File: config.mk
export PLATFORM = sky130hd
export DESIGN_NAME = lalc_top
export DESIGN_NICKNAME = d
export VERILOG_FILES = /design/src/rtl/lalc_pkg.sv /design/src/rtl/lalc_code_watch.sv /design/src/rtl/lalc_top.sv
export SDC_FILE = /design/constraint.sdc
export NUM_CORES = 1
export LEC_CHECK = 0
export BUFFER_PORTS_ARGS = -buffer_cell sky130_fd_sc_hd__buf_2
export CORE_MARGIN = 2
export CORE_UTILIZATION = 60
export CTS_CLUSTER_SIZE = 28
export DETAILED_ROUTE_END_ITERATION = 10
export MAX_ROUTING_LAYER = met4
export PLACE_DENSITY = 0.94
export SYNTH_ARGS = -nofsm -noshare
export SYNTH_HDL_FRONTEND = slang
export SYNTH_HIERARCHICAL = 1
export SYNTH_SLANG_ARGS = --single-unit
File: constraint.sdc
create_clock -name mclk_i -period 4.8 [get_ports mclk_i]
set_input_delay 0.72 -clock mclk_i [delete_from_list [all_inputs] [get_ports mclk_i]]
set_output_delay 0.72 -clock mclk_i [all_outputs]
set_load 0.01 [all_outputs]
File: src/rtl/lalc_pkg.sv
package lalc_pkg;

	localparam int DATA_W = 32;
	localparam int ADDR_W = 12;

	// Register byte addresses
	localparam logic [ADDR_W-1:0] OFS_STATUS = 12'h000;
	localparam logic [ADDR_W-1:0] OFS_IRQ_EN = 12'h004;
	localparam logic [ADDR_W-1:0] OFS_IRQ_FLAG = 12'h008;
	localparam logic [ADDR_W-1:0] OFS_IRQ_CLR = 12'h00C;
	localparam logic [ADDR_W-1:0] OFS_CTRL = 12'h010;

	// Bit positions shared by status, flag, clear and enable registers
	localparam int BIT_PATTERN = 0;
	localparam int BIT_RX_LOST = 1;
	localparam int BIT_ALL_ONES = 2;
	localparam int BIT_LOOP = 3;
	localparam int NUM_COND = 4;

	// Control register fields
	localparam int BIT_MODE_LO = 0;
	localparam int BIT_MODE_HI = 1;
	localparam int BIT_LOOPBACK = 2;

	localparam logic [3:0] COND_RESET = 4'h0;
	localparam logic [DATA_W-1:0] ZERO_WORD = 32'h0000_0000;

	// Loop codes: five-bit loop-up and three-bit loop-down repeating patterns
	localparam logic [4:0] LOOP_UP_CODE = 5'h01;
	localparam logic [2:0] LOOP_DOWN_CODE = 3'h1;
	localparam int LOOP_UP_LEN = 5;
	localparam int LOOP_DOWN_LEN = 3;

	// Persistence time
	localparam int CLK_MHZ = 125;
	localparam longint HOLD_SEC = 5;
	localparam longint HOLD_CYCLES = HOLD_SEC * 64'd1000000 * CLK_MHZ + 1;
	localparam int HOLD_W = 40;

	typedef enum logic [1:0] {
		LALC_IDLE = 2'b00,
		LALC_WATCH_UP = 2'b01,
		LALC_LOOPED = 2'b11
	} lalc_auto_type;

	typedef struct packed {
		logic loop_code_seen;
		logic all_ones_alarm;
		logic rx_signal_lost;
		logic test_pattern_locked;
	} lalc_cond_type;

endpackage

File: src/rtl/lalc_code_watch.sv
`timescale 1ns/10ps
`default_nettype none
// Detects a repeating code in the data stream and times its persistence
module lalc_code_watch #(
	parameter int LEN = 5,
	parameter logic [4:0] CODE = 5'h01,
	parameter logic [39:0] HOLD = 40'h0000000001
) (
	input wire logic mclk_i,
	input wire logic rst_n_i,
	input wire logic bit_valid_i,
	input wire logic bit_i,
	output logic present_o,
	output logic held_o
);
	logic [4:0] shift_reg;
	logic [4:0] shift_next;
	logic [2:0] fill_reg;
	logic [2:0] fill_next;
	logic [39:0] cnt_reg;
	logic [39:0] cnt_next;
	logic match_reg;
	logic match_next;
	logic [4:0] mask;
	logic [2:0] target;

	// Any phase of the repeating code is accepted, so no bit alignment is needed
	function automatic logic is_rotation(input logic [4:0] w);
		logic hit;
		logic [4:0] m;
		logic [4:0] r;
		m = 5'((6'h01 << LEN) - 6'h01);
		r = CODE & m;
		hit = 1'b0;
		for (int i = 0; i < LEN; i++) begin
			hit = hit | (w == r);
			r = ((r << 1) | (r >> (LEN - 1))) & m;
		end
		return hit;
	endfunction

	always_comb begin
		mask = 5'(( 6'h01 << LEN) - 6'h01);
		target = 3'(LEN);
		shift_next = shift_reg;
		fill_next = fill_reg;
		match_next = match_reg;
		if (bit_valid_i) begin
			shift_next = {shift_reg[3:0], bit_i};
			// Rotation check of the last LEN bits once every LEN bits; in between, each bit must equal the one LEN bits earlier
			if (fill_reg == target - 3'h1) begin
				fill_next = 3'h0;
				match_next = is_rotation(shift_next & mask);
			end else begin
				fill_next = fill_reg + 3'h1;
				if (match_reg && (bit_i != shift_reg[LEN-1])) begin
					match_next = 1'b0;
				end
			end
		end
		// Count restarts whenever the code breaks
		if (!match_reg) begin
			cnt_next = 40'h0;
		end else if (cnt_reg < HOLD) begin
			cnt_next = cnt_reg + 40'h1;
		end else begin
			cnt_next = cnt_reg;
		end
	end

	always_ff @(posedge mclk_i or negedge rst_n_i) begin
		if (!rst_n_i) begin
			shift_reg <= 5'h00;
			fill_reg <= 3'h0;
			cnt_reg <= 40'h0;
			match_reg <= 1'b0;
		end else begin
			shift_reg <= shift_next;
			fill_reg <= fill_next;
			cnt_reg <= cnt_next;
			match_reg <= match_next;
		end
	end

	assign present_o = match_reg;
	assign held_o = match_reg && (cnt_reg >= HOLD);
endmodule // lalc_code_watch
`default_nettype wire

File: src/rtl/lalc_top.sv
// How it works
// - one select bit is manual, both automatic
// - manual: set after code persists five seconds
// - manual: hold while code present, clear otherwise
// - manual: interrupt on every loop bit change
// - entering automatic clears bit, watches loop-up
// - auto loop-up held: set, loopback, watch down
// - auto: bit stays set during loopback
// - auto loop-down held: drop loopback, clear, interrupt
// - all-ones bit follows live detector
// - all-ones change raises enabled interrupt
// - signal-lost bit follows live input
// - signal-lost change raises enabled interrupt
// - pattern-lock bit follows live detector
// - pattern-lock change raises enabled interrupt
// - loop interrupt only while its enable set
// - change latches flag, software clears it
`timescale 1ns/10ps
`default_nettype none
module lalc_top #(
	parameter logic [39:0] HOLD_COUNT = 40'(lalc_pkg::HOLD_CYCLES)
) (
	input wire logic mclk_i,
	input wire logic rst_n_i,
	input wire logic psel_i,
	input wire logic penable_i,
	input wire logic pwrite_i,
	input wire logic [lalc_pkg::ADDR_W-1:0] paddr_i,
	input wire logic [lalc_pkg::DATA_W-1:0] pwdata_i,
	output logic [lalc_pkg::DATA_W-1:0] prdata_o,
	output logic pready_o,
	output logic pslverr_o,
	input wire logic rx_bit_valid_i,
	input wire logic rx_data_i,
	input wire logic all_ones_alarm_i,
	input wire logic rx_signal_lost_i,
	input wire logic test_pattern_locked_i,
	output logic remote_loopback_o,
	output logic irq_o
);
	// Positions of the pin inputs inside the synchroniser words
	localparam int SYNC_LOCK = 0;
	localparam int SYNC_LOST = 1;
	localparam int SYNC_ONES = 2;
	localparam int SYNC_DATA = 3;
	localparam int SYNC_VALID = 4;
	localparam int SYNC_W = 5;
	localparam logic [SYNC_W-1:0] SYNC_RESET = 5'h00;
	localparam logic [1:0] MODE_RESET = 2'h0;

	// Two-flop synchronisers for pin inputs
	logic [SYNC_W-1:0] sync1_reg;
	logic [SYNC_W-1:0] sync2_reg;
	logic [SYNC_W-1:0] sync_in;
	logic bit_valid_s;
	logic bit_s;
	lalc_pkg::lalc_cond_type live;

	always_comb begin
		sync_in = SYNC_RESET;
		sync_in[SYNC_LOCK] = test_pattern_locked_i;
		sync_in[SYNC_LOST] = rx_signal_lost_i;
		sync_in[SYNC_ONES] = all_ones_alarm_i;
		sync_in[SYNC_DATA] = rx_data_i;
		sync_in[SYNC_VALID] = rx_bit_valid_i;
	end

	always_ff @(posedge mclk_i or negedge rst_n_i) begin
		if (!rst_n_i) begin
			sync1_reg <= SYNC_RESET;
			sync2_reg <= SYNC_RESET;
		end else begin
			sync1_reg <= sync_in;
			sync2_reg <= sync1_reg;
		end
	end

	// Valid is a level toggle per received bit, so its edge marks a bit
	logic valid_d_reg;
	always_ff @(posedge mclk_i or negedge rst_n_i) begin
		if (!rst_n_i) begin
			valid_d_reg <= 1'b0;
		end else begin
			valid_d_reg <= sync2_reg[SYNC_VALID];
		end
	end
	assign bit_valid_s = sync2_reg[SYNC_VALID] ^ valid_d_reg;
	assign bit_s = sync2_reg[SYNC_DATA];

	// Loop code watchers
	logic up_present;
	logic up_held;
	logic down_present;
	logic down_held;

	lalc_code_watch #(
		.LEN(lalc_pkg::LOOP_UP_LEN),
		.CODE(lalc_pkg::LOOP_UP_CODE),
		.HOLD(HOLD_COUNT)
	) u_up (
		.mclk_i(mclk_i),
		.rst_n_i(rst_n_i),
		.bit_valid_i(bit_valid_s),
		.bit_i(bit_s),
		.present_o(up_present),
		.held_o(up_held)
	);

	lalc_code_watch #(
		.LEN(lalc_pkg::LOOP_DOWN_LEN),
		.CODE({2'b00, lalc_pkg::LOOP_DOWN_CODE}),
		.HOLD(HOLD_COUNT)
	) u_down (
		.mclk_i(mclk_i),
		.rst_n_i(rst_n_i),
		.bit_valid_i(bit_valid_s),
		.bit_i(bit_s),
		.present_o(down_present),
		.held_o(down_held)
	);

	// Registers
	logic [lalc_pkg::NUM_COND-1:0] irq_en_reg;
	logic [lalc_pkg::NUM_COND-1:0] irq_en_next;
	logic [1:0] mode_reg;
	logic [1:0] mode_next;
	logic [lalc_pkg::NUM_COND-1:0] flag_reg;
	logic [lalc_pkg::NUM_COND-1:0] flag_next;
	logic [lalc_pkg::NUM_COND-1:0] stat_reg;
	logic [lalc_pkg::NUM_COND-1:0] stat_next;
	logic [lalc_pkg::DATA_W-1:0] prdata_reg;
	logic [lalc_pkg::DATA_W-1:0] prdata_next;
	lalc_pkg::lalc_auto_type auto_reg;
	lalc_pkg::lalc_auto_type auto_next;
	logic loopback_reg;
	logic loopback_next;
	logic loop_manual_reg;
	logic loop_manual_next;

	logic wr_en;
	logic rd_en;
	logic wr_irq_en;
	logic wr_irq_clr;
	logic wr_ctrl;
	logic rd_flag;
	logic code_held;
	logic code_present;
	logic manual_mode;
	logic auto_mode;
	logic [lalc_pkg::NUM_COND-1:0] stat_live;
	logic [lalc_pkg::NUM_COND-1:0] change;
	logic [lalc_pkg::NUM_COND-1:0] clr;

	function automatic logic addr_hit(input logic [lalc_pkg::ADDR_W-1:0] a,
		input logic [lalc_pkg::ADDR_W-1:0] ofs);
		addr_hit = (a == ofs);
	endfunction

	assign wr_en = psel_i && penable_i && pwrite_i;
	assign rd_en = psel_i && !penable_i && !pwrite_i;
	assign manual_mode = mode_reg[lalc_pkg::BIT_MODE_HI] ^ mode_reg[lalc_pkg::BIT_MODE_LO];
	assign auto_mode = mode_reg[lalc_pkg::BIT_MODE_HI] && mode_reg[lalc_pkg::BIT_MODE_LO];

	assign wr_irq_en = wr_en && addr_hit(paddr_i, lalc_pkg::OFS_IRQ_EN);
	assign wr_irq_clr = wr_en && addr_hit(paddr_i, lalc_pkg::OFS_IRQ_CLR);
	assign wr_ctrl = wr_en && addr_hit(paddr_i, lalc_pkg::OFS_CTRL);
	// Read side effect fires once, in the setup cycle, never again in access
	assign rd_flag = rd_en && addr_hit(paddr_i, lalc_pkg::OFS_IRQ_FLAG);
	// Either code counts in manual mode; the watchers run in every mode
	assign code_held = up_held || down_held;
	assign code_present = up_present || down_present;

	// Loop-code status logic
	always_comb begin
		auto_next = auto_reg;
		loopback_next = loopback_reg;
		loop_manual_next = 1'b0;
		if (auto_mode) begin
			unique case (auto_reg)
				lalc_pkg::LALC_IDLE: begin
					auto_next = lalc_pkg::LALC_WATCH_UP;
					loopback_next = 1'b0;
				end
				lalc_pkg::LALC_WATCH_UP: begin
					if (up_held) begin
						auto_next = lalc_pkg::LALC_LOOPED;
						loopback_next = 1'b1;
					end
				end
				lalc_pkg::LALC_LOOPED: begin
					if (down_held) begin
						auto_next = lalc_pkg::LALC_WATCH_UP;
						loopback_next = 1'b0;
					end
				end
				default: begin
					auto_next = lalc_pkg::LALC_IDLE;
				end
			endcase
		end else begin
			auto_next = lalc_pkg::LALC_IDLE;
			loopback_next = 1'b0;
			// Set once held, then stays only while either code persists
			if (manual_mode) begin
				loop_manual_next = code_held || (loop_manual_reg && code_present);
			end
		end
	end

	// Live levels gathered in one bundle before they meet the register layout
	always_comb begin
		live.test_pattern_locked = sync2_reg[SYNC_LOCK];
		live.rx_signal_lost = sync2_reg[SYNC_LOST];
		live.all_ones_alarm = sync2_reg[SYNC_ONES];
		// Auto: bit mirrors the looped state, so it shows loopback
		live.loop_code_seen = auto_mode ? (auto_next == lalc_pkg::LALC_LOOPED) : loop_manual_next;
	end

	function automatic logic [lalc_pkg::NUM_COND-1:0] cond_bits(input lalc_pkg::lalc_cond_type c);
		logic [lalc_pkg::NUM_COND-1:0] v;
		v = lalc_pkg::COND_RESET;
		v[lalc_pkg::BIT_PATTERN] = c.test_pattern_locked;
		v[lalc_pkg::BIT_RX_LOST] = c.rx_signal_lost;
		v[lalc_pkg::BIT_ALL_ONES] = c.all_ones_alarm;
		v[lalc_pkg::BIT_LOOP] = c.loop_code_seen;
		return v;
	endfunction

	always_comb begin
		stat_live = cond_bits(live);
		stat_next = stat_live;
		change = stat_reg ^ stat_next;
		clr = '0;
		if (rd_flag) begin
			clr = flag_reg;
		end
		if (wr_irq_clr) begin
			clr = clr | pwdata_i[lalc_pkg::NUM_COND-1:0];
		end
		// Set wins over clear so no change is lost
		flag_next = (flag_reg & ~clr) | change;
	end

	// Bus side: writes land in the access cycle
	always_comb begin
		irq_en_next = irq_en_reg;
		mode_next = mode_reg;
		if (wr_irq_en) begin
			irq_en_next = pwdata_i[lalc_pkg::NUM_COND-1:0];
		end
		if (wr_ctrl) begin
			mode_next = pwdata_i[lalc_pkg::BIT_MODE_HI:lalc_pkg::BIT_MODE_LO];
		end
	end

	// Read data is captured in the setup cycle and holds through access
	always_comb begin
		prdata_next = prdata_reg;
		if (rd_en) begin
			prdata_next = lalc_pkg::ZERO_WORD;
			unique case (paddr_i)
				lalc_pkg::OFS_STATUS: prdata_next[lalc_pkg::NUM_COND-1:0] = stat_reg;
				lalc_pkg::OFS_IRQ_EN: prdata_next[lalc_pkg::NUM_COND-1:0] = irq_en_reg;
				lalc_pkg::OFS_IRQ_FLAG: prdata_next[lalc_pkg::NUM_COND-1:0] = flag_reg;
				lalc_pkg::OFS_CTRL: begin
					prdata_next[lalc_pkg::BIT_MODE_HI:lalc_pkg::BIT_MODE_LO] = mode_reg;
					prdata_next[lalc_pkg::BIT_LOOPBACK] = loopback_reg;
				end
				default: prdata_next = lalc_pkg::ZERO_WORD;
			endcase
		end
	end

	always_ff @(posedge mclk_i or negedge rst_n_i) begin
		if (!rst_n_i) begin
			irq_en_reg <= lalc_pkg::COND_RESET;
			mode_reg <= MODE_RESET;
			flag_reg <= lalc_pkg::COND_RESET;
			stat_reg <= lalc_pkg::COND_RESET;
			prdata_reg <= lalc_pkg::ZERO_WORD;
			auto_reg <= lalc_pkg::LALC_IDLE;
			loopback_reg <= 1'b0;
			loop_manual_reg <= 1'b0;
		end else begin
			irq_en_reg <= irq_en_next;
			mode_reg <= mode_next;
			flag_reg <= flag_next;
			stat_reg <= stat_next;
			prdata_reg <= prdata_next;
			auto_reg <= auto_next;
			loopback_reg <= loopback_next;
			loop_manual_reg <= loop_manual_next;
		end
	end

	assign pready_o = 1'b1;
	assign pslverr_o = 1'b0;
	assign prdata_o = prdata_reg;
	assign remote_loopback_o = loopback_reg;
	// Enable masks only the output; flags still latch for polling
	assign irq_o = |(flag_reg & irq_en_reg);
endmodule // lalc_top
`default_nettype wire
; ---- Yosys cells after proc, flatten, opt, wreduce, memory -nomap -nowiden
; Index checks and enable logic that the tools add are counted.
[word_totals]
memories = 0
elab_cells = 117
ff_bits = 129
latchBits = 0
ramBits = 0
out_inout_bits = 36
rom_bits = 0
[classes]
n_mul = 0
n_reduce_logical = 27
div_mod_pow = 0
n_mux = 25
add_sub_neg = 4
bitwise = 14
eq_ne = 24
order_cmp = 4
shift = 0
[op_table]
columns = op, count
row1 = $mux 40, 4
row2 = $add 40x1->40 const B, 2
row3 = $ge 40x30->1 const B, 2
row4 = $lt 40x30->1 const B, 2
row5 = $eq 12x4->1 const B, 2
row6 = $logic_and 1x1->1, 14
row7 = $eq 12x3->1 const B, 1
row8 = $eq 12x5->1 const B, 1
row9 = $logic_not 12->1, 1
row10 = $pmux 3 s4, 1
row11 = $mux 1, 10
row12 = $and 4x4->4, 2
row13 = $mux 4, 2
row14 = $or 4x4->4, 2
row15 = $add 3x1->3 const B, 2
row16 = $eq 3x2->1 const B, 2
row17 = $eq 3x3->1 const B, 2
row18 = $mux 2, 3
row19 = $mux 3, 2
row20 = $ne 3x3->1 const B, 2
row21 = $or 1x1->1, 6
row22 = $pmux 1 s3, 2
row23 = $pmux 2 s3, 1
row24 = $eq 5x1->1 const B, 1
row25 = other kinds (20), 29

; ---- Depth between registers and ports, before layout
[depth]
ltp_word = 10
mapped_depth = 12
mapped_depth_nobuf = 11

; ---- Hierarchy
; The synthesis kept the hierarchy.
[modules_own_cells]
columns = module, seq_area_each_um2, cells_per_inst, area_each_um2, instances
row1 = lalc_code_watch at u_up, 1226.2, 274, 2570.0, 1
row2 = lalc_code_watch at u_down, 1176.1, 263, 2477.4, 1
row3 = lalc_top, 825.8, 153, 1689.1, 1

; ---- Least setup slack after synthesis
; Ideal clock, no wire load.
[synth_path]
path_type = flip-flop to flip-flop
from = register u_up.cnt_reg[38]
to = register flag_reg[3] in the netlist's numbering
required_ps = 4674
path_stages_with_launch = 11
arrival_ps = 3157
setup_slack_ps = 1517
n_path_buf = 2
path_cell_list = dfrtp_1 > or4_1 > or4_4 > nor2_4 > nand3_2 > buf_2 > clkbuf_1 > o21a_1 > o311ai_0 > a21oi_1 > a311o_1
[synth_via]
elab_chain_len = 9
elab_cells_between_ends = 13
classes_between = order compare (1) / eq/ne (1) / mux (6) / bitwise (2) / reduce/logical (3)
[synth_rtl]
columns = element, line_no
row1 = start: declaration, lalc_code_watch.sv:20  ; logic [39:0] cnt_reg;
row2 = start signal: assignment, lalc_code_watch.sv:80  ; cnt_reg <= cnt_next;
row3 = $ge 40x30->1 *, lalc_code_watch.sv:86  ; assign held_o = match_reg && (cnt_reg >= HOLD);
row4 = $logic_and 1x1->1 *, lalc_code_watch.sv:86
row5 = named net up_held, lalc_top.sv:92  ; logic up_held;
row6 = $mux 2 or $logic_or 1x1->1 (tied branches), "lalc_top.sv:185, lalc_top.sv:170"
row7 = $pmux 2 s3 or $logic_or 1x1->1 (tied branches), "lalc_top.sv:179, lalc_top.sv:205"
row8 = $mux 2 or $mux 1 (tied branches), "lalc_top.sv:178, lalc_top.sv:204"
row9 = $eq 2x2->1 or $mux 1 (tied branches), "lalc_top.sv:216, lalc_top.sv:178"
row10 = $mux 1 *, lalc_top.sv:216  ; live.loop_code_seen = auto_mode ? (auto_next == lalc_pkg::LALC_LOOPED) : loop_manual_next;
row11 = $xor 4x4->4 *, lalc_top.sv:232  ; change = stat_reg ^ stat_next;
row12 = $or 4x4->4 *, lalc_top.sv:241  ; flag_next = (flag_reg & ~clr) | change;
row13 = "named net flag_next, one bit", lalc_top.sv:128  ; logic [lalc_pkg::NUM_COND-1:0] flag_next;
row14 = end signal: assignment, lalc_top.sv:278  ; flag_reg <= lalc_pkg::COND_RESET;
row15 = end signal: assignment, lalc_top.sv:287  ; flag_reg <= flag_next;
row16 = end: declaration, lalc_top.sv:127  ; logic [lalc_pkg::NUM_COND-1:0] flag_reg;
; Mark *: on every way through the listed nets, which the timed path passes. The rest lies on a longest branch.
; A chain may end at the register's enable or synchronous reset.

; ---- Worst setup path in the final report
; Ends and elaborated chain as after synthesis.

==> results.py <==
metrics = {
    "pwr": {
        "fin_total_pwr_mw": 2.79,
        "total_leakage_power_nw": 3.18,
        "power.density_cell_area_nw_per_um2": 375,
        "ir_drop_mv": 0.245,
    },
    "floorplan": {
        "die-height_um": 110,
        "die_area_sq_um": 12100,
        "dieWidth_um": 110,
        "core_area_sq_um": 10900,
        "start_util_pct": 61.9,
        "num_io_pins": 90,
        "core.rowCount": 38,
    },
    "sta": {
        "hold_viol": 0,
        "post-route-period-util_pct": 80.2,
        "worst_slew_margin_rel_pct": 39.7,
        "setup_ws_ns": 0.951,
        "achievable-frequency_mhz": 260,
        "worst_clock_skew_ns": 0.0111,
        "max_slew_violation_total_from_the_final_report": 0,
        "worst_hold_margin_ns": 0.153,
        "period_minus_slack_ns": 3.85,
        "tightest_slew_ns": 0.897,
        "timing.setup.tns_ns": 0,
        "final-setup-viol-count": 0,
        "grt_setup_unrepaired": "no",
    },
    "global_routing": {
        "antenna_found_initial": 0,
        "gr-total-overflow": 0,
        "grt_usage_pct": 28.3,
        "grt_pass1_vias": 5289,
        "grt_first_pass_wirelength_mm": 25.4,
        "grt_start_max_net_pins": 49,
    },
    "clock_network": {
        "post-cts-setup-buffer-count": 0,
        "cts_inserted_buffers": 17,
        "htreeDepth": 4,
        "cts_tree": "built",
        "cts-root-to-sink-buffers": 2,
        "clkSlewWorstSetupHoldPaths_ns": 0.06,
        "holdBufCountCts": 0,
        "clock_latency_late_sink_ns": 0.54,
        "cts.sinks": 129,
        "cts.repair.resized": 0,
        "root_buffer": "clkbuf_8",
    },
    "synth": {
        "synth_warnings": 6,
        "register_bit_total_from_synthesis": 129,
        "netlist_top_cells_area": "dfrtp_1 48%, a21oi_1 3.6%, o21ai_0 3.4%, buf_4 3.3%, nand2_1 3.2%",
        "synth_cell_types": 62,
        "ys.flop_type": "dfrtp_1",
        "synth-edff-count": 0,
        "netlist_area_sq_um": 6740,
        "synth-async-reset-ratio_pct": 100,
        "netlist_instances": 690,
        "synth.yosys.seq_area_share_pct": 47.9,
        "yosysTopAreaCell": "dfrtp_1",
        "postSynthAreaPerCell_sq_um": 9.76,
        "synthDominantCellAreaShare_pct": 47.9,
    },
    "worst_setup_path": {
        "critical_path.cell_chain": "or4_1 -> or4_4 -> nor2_4 -> nand3_2 -> o21a_1 -> o311ai_0 -> a21oi_1 -> a311o_1",
        "critPathRequiredTime_ns": 5.22,
        "setup.worst_path.start_class": "flop",
        "critical_path.max_stage_delay_ns": 0.69,
        "worstPathArrival_ns": 4.27,
        "critPathSlowestCell": "o311ai_0",
        "timing.critical_path.buf_inv": 0,
        "critPathCaptureType": "flop",
        "path_delay_family": "simple AND/OR/NAND/NOR gates",
        "worst-path-max-fanout": 35,
        "timing_worst_setup_path_type": "reg2reg",
    },
    "hold_path": {
        "hp-class": "in2async",
    },
    "routing": {
        "drt-pass1-iter-count": 5,
        "drtAntennaViolNets": 0,
        "via_per_inst": 6.39,
        "wire_per_inst_um": 17.4,
        "postRouteWirelength_mm": 15.0,
        "num_vias": 5536,
        "drcViolationCount": 0,
        "first_iter_violations": 534,
    },
    "placed_design": {
        "place.port_buffers": 31,
        "dp_hpwl_mm": 9.66,
        "preCtsSetupSlack_ns": 1.03,
        "finalWeightedCongestion": 0.889,
        "dpl-instance-area_sq_um": 6860,
        "placedCellCount": 834,
    },
    "layout": {
        "final_layout_size_suffix_gt1_share_pct": 13.2,
        "n_antenna_cell": 0,
        "multi_input_comb_area_sq_um": 3190,
        "fraction_of_the_core_area_covered_by_cells_at_the_end_of_the_flow_pct": 68.3,
        "layout.nets": 776,
        "layoutNonFillerInstCount": 866,
        "fillers": 769,
        "area_delta_synth_final_pct": 10.5,
        "final-seq-area_sq_um": 3230,
        "design_area_sq_um": 7440,
    },
    "outcome": {
        "run_status": "finished, final reports clean",
    },
    "flow_run": {
        "max-cap-violations": 0,
    },
}
## final timing paths
kind                                       start                to  slack, ns  cells after the start
worst max-delay path            u_up/cnt_reg[38]       flag_reg[3]       0.95                      8
min in group mclk_i                    rx_data_i      sync1_reg[3]       0.29                      1
worst min-delay path                     rst_n_i  u_up/fill_reg[1]       0.15                      1
worst max register to register  u_up/cnt_reg[38]       flag_reg[3]       0.95                      8
max in group asynchronous                rst_n_i  u_up/cnt_reg[20]       3.64                      2
worst min register to register      sync1_reg[3]      sync2_reg[3]       0.35                      0
## Yosys cell counts (all sizes together) (3+ instances only)
master,number
dfrtp,129
nand2,58
a21oi,48
o21ai,46
nand3,43
buf,37
or3,34
and2,22
inv,22
clkbuf,21
or4,20
nand4,19
nor2,18
and3,16
mux2,14
mux2i,13
nor4,13
and4,11
nor3,11
ha,9
nand2b,9
o31ai,9
xor2,9
nor2b,5
xnor2,5
nand4b,4
a31o,3
o211ai,3
o221ai,3
o2bb2ai,3
o32ai,3
## routing by layer
layer  routed length (um)  track usage, %  vias up
met5                    0               -        -
met4                  356            11.4        0
met3                  836            7.35       42
met2                 7820            46.0      229
met1                 6040            33.7     2730
li1                     -               -     2535
## final cells by class
| class | count | share of cell area (%) |
|---|---|---|
| inverters | 23 | 1.16 |
| clock buffers | 23 | 6.41 |
| clock inverters | 9 | 1.41 |
| repair buffers | 34 | 2.42 |
| multi-input cells | 508 | 42.9 |
| well taps | 140 | 2.35 |
| flip-flops and latches | 129 | 43.4 |
## report_power, final
group          internal (mW)  total, mW  switching, mW
Sequential              1.15       1.25         0.0958
Clock                  0.791       1.26          0.469
Combinational          0.102      0.280          0.178
Total                   2.04       2.79          0.743
## cell usage in the layout, fill, tap and decap left out, types with 10 or more instances in the layout
cell type    n
mux2i_1     13
nand4_1     19
or4_1       15
clkbuf_16   16
dfrtp_1    129
nand2_1     58
and4_1      11
a21oi_1     48
or3_1       32
nor2_1      17
buf_2       30
and2_1      22
nor3_1      11
nand3_1     41
o21ai_0     46
mux2_2      10
inv_1       22
conb_1      30
nor4_1      12
and3_1      16
## kinds of logic after synthesis
group / Yosys count / share of synthesized area, %
AOI/OAI and AO/OA: 137 / 12.4
xor gates and xnor gates: 14 / 1.82
adders and majority gates: 10 / 1.82
buffers and inverters: 81 / 6.30
DFF: 129 / 47.9
muxes: 27 / 4.49
other: 2 / 0.111
and+or+nand+nor: 290 / 25.2
Note: power is estimated with default switching activity, not from simulation.
